File: config.mk
export PLATFORM = sky130hd
export DESIGN_NAME = adc_config_status_regs
export DESIGN_NICKNAME = d
export VERILOG_FILES = /design/src/verilog/cfg_regs_pkg.sv /design/src/verilog/byte_reg.sv /design/src/verilog/adc_config_status_regs.sv
export VERILOG_INCLUDE_DIRS = /design/src /design/src/verilog
export SDC_FILE = /design/constraint.sdc
export NUM_CORES = 1
export LEC_CHECK = 0
export BUFFER_PORTS_ARGS = -buffer_cell sky130_fd_sc_hd__buf_2
export CAP_MARGIN = 10
export CORE_MARGIN = 2
export CORE_UTILIZATION = 50
export CTS_BUF_LIST = sky130_fd_sc_hd__clkbuf_2
export DETAILED_ROUTE_END_ITERATION = 12
export PLACE_DENSITY = 0.82
export SLEW_MARGIN = 40
export SYNTH_ARGS = -nofsm -noshare
export SYNTH_HDL_FRONTEND = slang
export SYNTH_SLANG_ARGS = --single-unit
File: constraint.sdc
create_clock -name core_clk -period 3.9 [get_ports core_clk]
set_input_delay 0.78 -clock core_clk [delete_from_list [all_inputs] [get_ports core_clk]]
set_output_delay 0.78 -clock core_clk [all_outputs]
set_load 0.02 [all_outputs]
File: src/verilog/cfg_regs_defs.svh
/*
  Register offsets, field positions and reset values for the converter
  configuration register slice. Assumes byte-wide register access.
*/
`ifndef CFG_REGS_DEFS_SVH
`define CFG_REGS_DEFS_SVH

// ----------------------------------------
// Offsets
// ----------------------------------------
`define OFS_POS_0      8'h2C
`define OFS_POS_1      8'h2D
`define OFS_POS_2      8'h2E
`define OFS_FSR_0      8'h30
`define OFS_FSR_1      8'h31
`define OFS_PWR_1      8'h37
`define OFS_TSC        8'h3B
`define OFS_REFO       8'h3C

// ----------------------------------------
// Reset values and codes
// ----------------------------------------
`define RST_FSR        16'hA000
`define RST_PWR        8'h4B
`define RST_TSC        8'h00
`define RST_REFO       8'h01
`define PWR_LOW        8'h46
`define PWR_HIGH       8'h4B

// ----------------------------------------
// Field positions
// ----------------------------------------
`define TSC_RECV_BIT   0
`define TSC_PECL_BIT   1
`define REFO_EN_BIT    0
`define POS_BYTE0_LSB  0
`define POS_BYTE1_LSB  8
`define POS_BYTE2_LSB  16

`endif

File: src/verilog/cfg_regs_pkg.sv
/*
  Types shared by the configuration register slice.
  Assumes the defs header is included where constants are needed.
*/
package cfg_regs_pkg;

  typedef enum logic [1:0] {
    PWR_MODE_HIGH = 2'b01,
    PWR_MODE_LOW  = 2'b10
  } pwr_mode_t;

endpackage : cfg_regs_pkg

File: src/verilog/byte_reg.sv
/*
  One byte-wide read/write register with a reset value.
  Assumes write strobe and data from logic on the same clock.
*/
`timescale 1ns/1ps

module byte_reg #(
  parameter logic [7:0] RESET_VAL = 8'h00
) (
  input  wire logic       core_clk,
  input  wire logic       rst,
  input  wire logic       wr_en,
  input  wire logic [7:0] wr_data,
  output logic      [7:0] q
);

  logic [7:0] val_r;
  logic [7:0] val_nxt;

  always_comb begin
    val_nxt = val_r;
    if (wr_en) begin
      val_nxt = wr_data;
    end
  end

  always_ff @(posedge core_clk) begin
    if (rst) begin
      val_r <= RESET_VAL;
    end else begin
      val_r <= val_nxt;
    end
  end

  assign q = val_r;

endmodule : byte_reg

File: src/verilog/adc_config_status_regs.sv
/*
  Byte-addressed configuration and status registers: sync edge position,
  full-scale range, power mode, timestamp input control, reference clock
  output control. Assumes a serial port front end delivering single-cycle
  byte reads and writes on core_clk; sync_edge_position_in may come from
  another domain: it passes two flops and is taken only once it has held
  still for two edges.
*/
// Contract
// RL1: The 24-bit sync edge position is read-only status and writes never change it.
// RL2: Software reads the sync edge position to pick the sync delay choice value.
// RL3: The 16-bit full-scale code is read/write, shared by all channels, and resets to 0xA000.
// RL4: Software keeps the full-scale code at or above 0x2000; 0xFFFF is the maximum.
// RL5: The power mode code resets to 0x4B high performance, 0x46 is low power, others reserved.
// RL6: Software writes all four power mode registers together to the same mode.
// RL7: Software calibrates after any power mode change.
// RL8: Software clears calibration enable and serial link enable before writing power mode.
// RL9: Timestamp control bit 0, reset 0, enables the timestamp receiver.
// RL10: Timestamp control bit 1, reset 0, selects low-voltage PECL mode without self-bias.
// RL11: The reference output enable resets to 1 and drives the output whenever the PLL is on.
// RL12: Software writes reset defaults into reserved bit fields.
// RL13: Read/write registers return their last write or reset value; the position ignores writes.
`timescale 1ns/1ps
`include "cfg_regs_defs.svh"

module adc_config_status_regs
  import cfg_regs_pkg::*;
#(
  parameter int POS_W = 24
) (
  input  wire logic             core_clk,
  input  wire logic             rst,
  input  wire logic             reg_wr,
  input  wire logic             reg_rd,
  input  wire logic [7:0]       reg_addr,
  input  wire logic [7:0]       reg_wdata,
  output logic      [7:0]       reg_rdata,
  output logic                  reg_hit,
  input  wire logic [POS_W-1:0] sync_edge_position_in,
  input  wire logic             pll_on,
  output logic      [15:0]      full_scale_code,
  output logic      [7:0]       power_mode_code,
  output pwr_mode_t             power_mode,
  output logic                  power_mode_reserved,
  output logic                  timestamp_receiver_on,
  output logic                  timestamp_pecl_mode,
  output logic                  refclk_output_on,
  output logic                  refclk_output
);

  // ----------------------------------------
  // Position synchroniser
  // ----------------------------------------
  logic [POS_W-1:0] pos_meta_r;
  logic [POS_W-1:0] pos_meta_nxt;
  logic [POS_W-1:0] pos_sync_r;
  logic [POS_W-1:0] pos_sync_nxt;
  logic [POS_W-1:0] pos_prev_r;
  logic [POS_W-1:0] pos_prev_nxt;
  logic [POS_W-1:0] pos_hold_r;
  logic [POS_W-1:0] pos_hold_nxt;

  // Word taken only once equal on two edges, so no torn mix of bits
  always_comb begin
    pos_meta_nxt = sync_edge_position_in;
    pos_sync_nxt = pos_meta_r;
    pos_prev_nxt = pos_sync_r;
    pos_hold_nxt = pos_hold_r;
    if (pos_sync_r == pos_prev_r) begin
      pos_hold_nxt = pos_sync_r; // RL1
    end
  end

  always_ff @(posedge core_clk) begin
    if (rst) begin
      pos_meta_r <= '0;
      pos_sync_r <= '0;
      pos_prev_r <= '0;
      pos_hold_r <= '0;
    end else begin
      pos_meta_r <= pos_meta_nxt;
      pos_sync_r <= pos_sync_nxt;
      pos_prev_r <= pos_prev_nxt;
      pos_hold_r <= pos_hold_nxt;
    end
  end

  // ----------------------------------------
  // Position readback
  // ----------------------------------------
  logic [23:0] pos_word;

  always_comb begin
    pos_word = 24'(pos_hold_r); // RL1
  end

  // ----------------------------------------
  // Write decode
  // ----------------------------------------
  logic we_fsr0;
  logic we_fsr1;
  logic we_pwr;
  logic we_tsc;
  logic we_refo;
  // Position bytes have no write enable

  always_comb begin
    we_fsr0 = reg_wr && (reg_addr == `OFS_FSR_0);
    we_fsr1 = reg_wr && (reg_addr == `OFS_FSR_1);
    we_pwr  = reg_wr && (reg_addr == `OFS_PWR_1);
    we_tsc  = reg_wr && (reg_addr == `OFS_TSC);
    we_refo = reg_wr && (reg_addr == `OFS_REFO);
  end

  // ----------------------------------------
  // Storage
  // ----------------------------------------
  logic [7:0] fsr_lo;
  logic [7:0] fsr_hi;
  logic [7:0] pwr_q;
  logic [7:0] tsc_q;
  logic [7:0] refo_q;
  // Reserved bits are stored and read back as written

  byte_reg #(.RESET_VAL(8'(`RST_FSR))) u_fsr_lo ( // RL3
    .core_clk (core_clk),
    .rst      (rst),
    .wr_en    (we_fsr0),
    .wr_data  (reg_wdata),
    .q        (fsr_lo)
  );

  byte_reg #(.RESET_VAL(8'(`RST_FSR >> 8))) u_fsr_hi ( // RL3
    .core_clk (core_clk),
    .rst      (rst),
    .wr_en    (we_fsr1),
    .wr_data  (reg_wdata),
    .q        (fsr_hi)
  );

  byte_reg #(.RESET_VAL(`RST_PWR)) u_pwr ( // RL5
    .core_clk (core_clk),
    .rst      (rst),
    .wr_en    (we_pwr),
    .wr_data  (reg_wdata),
    .q        (pwr_q)
  );

  byte_reg #(.RESET_VAL(`RST_TSC)) u_tsc ( // RL9
    .core_clk (core_clk),
    .rst      (rst),
    .wr_en    (we_tsc),
    .wr_data  (reg_wdata),
    .q        (tsc_q)
  );

  byte_reg #(.RESET_VAL(`RST_REFO)) u_refo ( // RL11
    .core_clk (core_clk),
    .rst      (rst),
    .wr_en    (we_refo),
    .wr_data  (reg_wdata),
    .q        (refo_q)
  );

  // ----------------------------------------
  // Control outputs
  // ----------------------------------------
  always_comb begin
    full_scale_code       = {fsr_hi, fsr_lo}; // RL3
    power_mode_code       = pwr_q;
    power_mode            = (pwr_q == `PWR_LOW) ? PWR_MODE_LOW : PWR_MODE_HIGH; // RL5
    power_mode_reserved   = (pwr_q != `PWR_LOW) && (pwr_q != `PWR_HIGH); // RL5
    timestamp_receiver_on = tsc_q[`TSC_RECV_BIT]; // RL9
    timestamp_pecl_mode   = tsc_q[`TSC_PECL_BIT]; // RL10
    refclk_output_on      = refo_q[`REFO_EN_BIT];
    refclk_output         = refo_q[`REFO_EN_BIT] && pll_on; // RL11
  end

  // ----------------------------------------
  // Read mux
  // ----------------------------------------
  logic [7:0] rdata_r;
  logic [7:0] rdata_nxt;
  logic       hit_r;
  logic       hit_nxt;
  // Read data holds between reads; unmapped reads give zero

  always_comb begin
    rdata_nxt = rdata_r;
    hit_nxt   = 1'b0;
    if (reg_rd) begin
      hit_nxt = 1'b1;
      unique case (reg_addr)
        `OFS_POS_0: rdata_nxt = pos_word[`POS_BYTE0_LSB +: 8]; // RL1
        `OFS_POS_1: rdata_nxt = pos_word[`POS_BYTE1_LSB +: 8]; // RL1
        `OFS_POS_2: rdata_nxt = pos_word[`POS_BYTE2_LSB +: 8]; // RL1
        `OFS_FSR_0: rdata_nxt = fsr_lo; // RL13
        `OFS_FSR_1: rdata_nxt = fsr_hi; // RL13
        `OFS_PWR_1: rdata_nxt = pwr_q; // RL13
        `OFS_TSC:   rdata_nxt = tsc_q; // RL13
        `OFS_REFO:  rdata_nxt = refo_q; // RL13
        default: begin
          rdata_nxt = 8'h00;
          hit_nxt   = 1'b0;
        end
      endcase
    end
  end

  always_ff @(posedge core_clk) begin
    if (rst) begin
      rdata_r <= 8'h00;
      hit_r   <= 1'b0;
    end else begin
      rdata_r <= rdata_nxt;
      hit_r   <= hit_nxt;
    end
  end

  assign reg_rdata = rdata_r;
  assign reg_hit   = hit_r;

endmodule : adc_config_status_regs

==> out/summary.txt <==
routed wire length on met2 = 5.892 mm
Data arrival, critical path = 1.70 ns
Die Footprint = 12270 um2
drt drc = 0
hold path cells = 2
non-filler cells, final = 772
Fmax = 402.8 MHz
status = completed
worst slew pin tran = 0.7442 ns
crit path kind = register to primary output
Yosys top cell area share = 50.91%
die width = 110.8 um
Clk Latency, worst-skew pair = 0.71 ns
Synth Warn # = 0
global-route usage over all layers = 19.99%
static leakage = 2.739 nW
synthesized cell area = 5702 um2
post-synth cell types = 43
core box area = 10980 um2
flops & latches, synth = 145
Worst Skew = 0.03566 ns
Post-synth top cells = dfxtp_1 (145), nor2b_1 (104), nor2_1 (42), mux2i_1 (37), mux2_2 (25)
port bufs = 84
CTS H-tree depth = 4
final hold violation count = 0
first-pass GRT wire length = 19.64 mm
DP HPWL = 8.865 mm
FF-to-FF End = pos_hold_r[23]
hold buffers post-CTS = 0
Peak supply drop = 272.9 uV
routed wl met3 = 874 um
ANT nets after route = 0
largest net degree at the start of global routing = 52
deepest clock path buffer count = 2
synth-to-layout area growth = 12.38%
number of vias in the routed layout = 4228
Final GP Congestion = 0.8823
Mapped Cells = 547
Max-slew headroom = 50.28%
Root Driver = clkbuf_2
Total Routed Length = 12.26 mm
M1 WL = 5.145 mm
io pins = 85
DRT iter0 DRCs = 299
Hold WC Path Type = input port to register
Final setup viols = 0
CTS tree = built
NumNets Final = 665
Setup TNS Final = 0 ns
routed vias/inst = 5.477
Worst Path Required = 3.12 ns
worst r2r src = pos_prev_nxt[10]
vias in the first global route = 4078
max layer used = met4
WL per Instance = 15.88 um
Post-synth EDFFs = 0
Starting Density = 51.91%
critical path endpoint category = primary output
most common cell in the netlist = dfxtp_1
Hold Path Origin = sync_edge_position_in[14]
share of post-route cells with drive strength above 1 = 23.73%
register area share after synthesis = 50.91%
Final Cycle Share = 63.65%
ant diodes = 0
Synth area leader = dfxtp_1
RSZ-0062 raised after global routing = false
Syn Area/Cell = 10.42 um2
Final Power = 2.566 mW
CTS buffer count = 17
Worst R2R Setup Slack = 1.50 ns
max cap viols = 0
PD cells = 400.4 nW/um2
row count = 38
Slew Limit Fails = 0
cells on worst reg2reg path = 4
Post-Syn Nets = 592
CP Launch Type = register
ys async rst share = 0%
grt ovf = 0
1st-pass router iterations = 5
placed cell count = 741
Final Critical Period = 2.482 ns
Resized Gates After CTS = 0
maximum fanout along the worst path = 4
Most used DFF post-synth = dfxtp_1
Die Y = 110.8 um
Hold EP = pos_meta_r[14]
synth top area cells = dfxtp_1 (51%), nor2b_1 (11%), mux2i_1 (6.5%)
initial antenna violation count = 0
Clock Sinks = 145
Clk pin slew, worst setup/hold paths = 0.22 ns
final core occ = 58.34%
# Post-CTS Setup Buffers = 0
==> kinds of logic (layout without fill, tap and decap cells) <==
kind of cell | after synthesis | after routing | synth area share (%)
adders and majority gates | 1 | 1 | 0.1756
DFF | 145 | 145 | 50.91
AOI/OAI and AO/OA | 59 | 59 | 7.681
xor gates and xnor gates | 25 | 25 | 3.840
buffers and inverters | 40 | 125 | 3.467
muxes | 62 | 62 | 11.43
and+or+nand+nor | 215 | 215 | 22.49
==> layout by cell type, fill, tap and decap left out, types with 4 or more instances in the layout <==
cell type	n
nor2_1	42
nand2_1	13
o22ai_1	8
nand3_1	6
and2_1	5
a211oi_1	4
o21ai_0	5
nand4_1	9
nor3b_1	4
a22oi_1	10
xor2_1	9
and4b_1	4
a32oi_1	5
a21oi_1	6
buf_4	5
clkbuf_2	18
nor2b_1	104
dfxtp_1	145
a211o_1	8
a2bb2oi_1	5
mux2i_1	37
nand4b_1	5
inv_1	6
mux2_2	25
buf_2	83
nand3_2	4
xnor2_1	16
==> cell type report <==
cell class / instances / area (um2)
inverter: 6 / 22.52
multi-input combinational: 362 / 2601
tap: 140 / 175.2
clock inverter: 13 / 162.7
sequential: 145 / 2903
clock buffer: 18 / 90.09
timing repair buffer: 88 / 452.9
fill: 912 / 4576
==> worst max path at each step <==
| stage | start | end | slack, ns | cells past startpoint |
|---|---|---|---|---|
| 2_1_floorplan | reg_addr[3] | u_fsr_hi.q[7] | 1.73 | 8 |
| 5_1_grt | u_pwr.q[5] | power_mode[0] | 1.28 | 5 |
| 6_report | u_pwr.q[6] | power_mode[0] | 1.42 | 4 |
| 3_5_place_dp | reg_addr[7] | u_pwr.q[3] | 1.04 | 6 |
| 3_3_place_gp | reg_addr[7] | u_pwr.q[0] | 1.14 | 6 |
| 4_1_cts | u_pwr.q[5] | power_mode[0] | 1.36 | 5 |
==> metal layers <==
| layer | GRT usage (%) | vias up |
|---|---|---|
| met2 | 32.19 | 169 |
| li1 | - | 2033 |
| met3 | 6.452 | 36 |
| met5 | 0 | - |
| met1 | 24.19 | 1990 |
| met4 | 9.667 | 0 |
==> report_power, final <==
group | switching, mW | internal [mW] | leakage, nW | total (mW)
Clock | 0.527 | 0.358 | 0.147 | 0.886
Sequential | 0.0128 | 1.52 | 1.18 | 1.53
Combinational | 0.0887 | 0.0633 | 1.41 | 0.152
Total | 0.629 | 1.94 | 2.74 | 2.57
==> registers in the layout, summed over array words and instances (netlist names) <==
name	cells
u_refo.q	8
pos_prev_nxt	24
reg_hit	1
u_fsr_lo.q	8
u_tsc.q	8
pos_prev_r	24
reg_rdata	8
pos_meta_r	24
pos_hold_r	24
u_pwr.q	8
u_fsr_hi.q	8
==> worst max-delay path, stage by stage, from the launching register on <==
cell     delay, ns
dfxtp_1       0.45
and4b_1       0.22
and2_1        0.13
inv_1         0.04
buf_2         0.14
==> metrics by stage <==
| step | instance area (um2) | hold WS [ns] | worst slack, ns |
|---|---|---|---|
| final | 6407 | 0.2722 | 1.418 |
| after global routing | 6407 | 0.2009 | 1.284 |
| after CTS | 6407 | 0.2091 | 1.358 |
| after detailed placement | 6155 | 0.4289 | 1.045 |
| after global placement | 6155 | 0.4213 | 1.143 |
| after floorplan | 5702 | 0.4138 | 1.728 |
No activity file was read; power rests on OpenSTA's default activity.
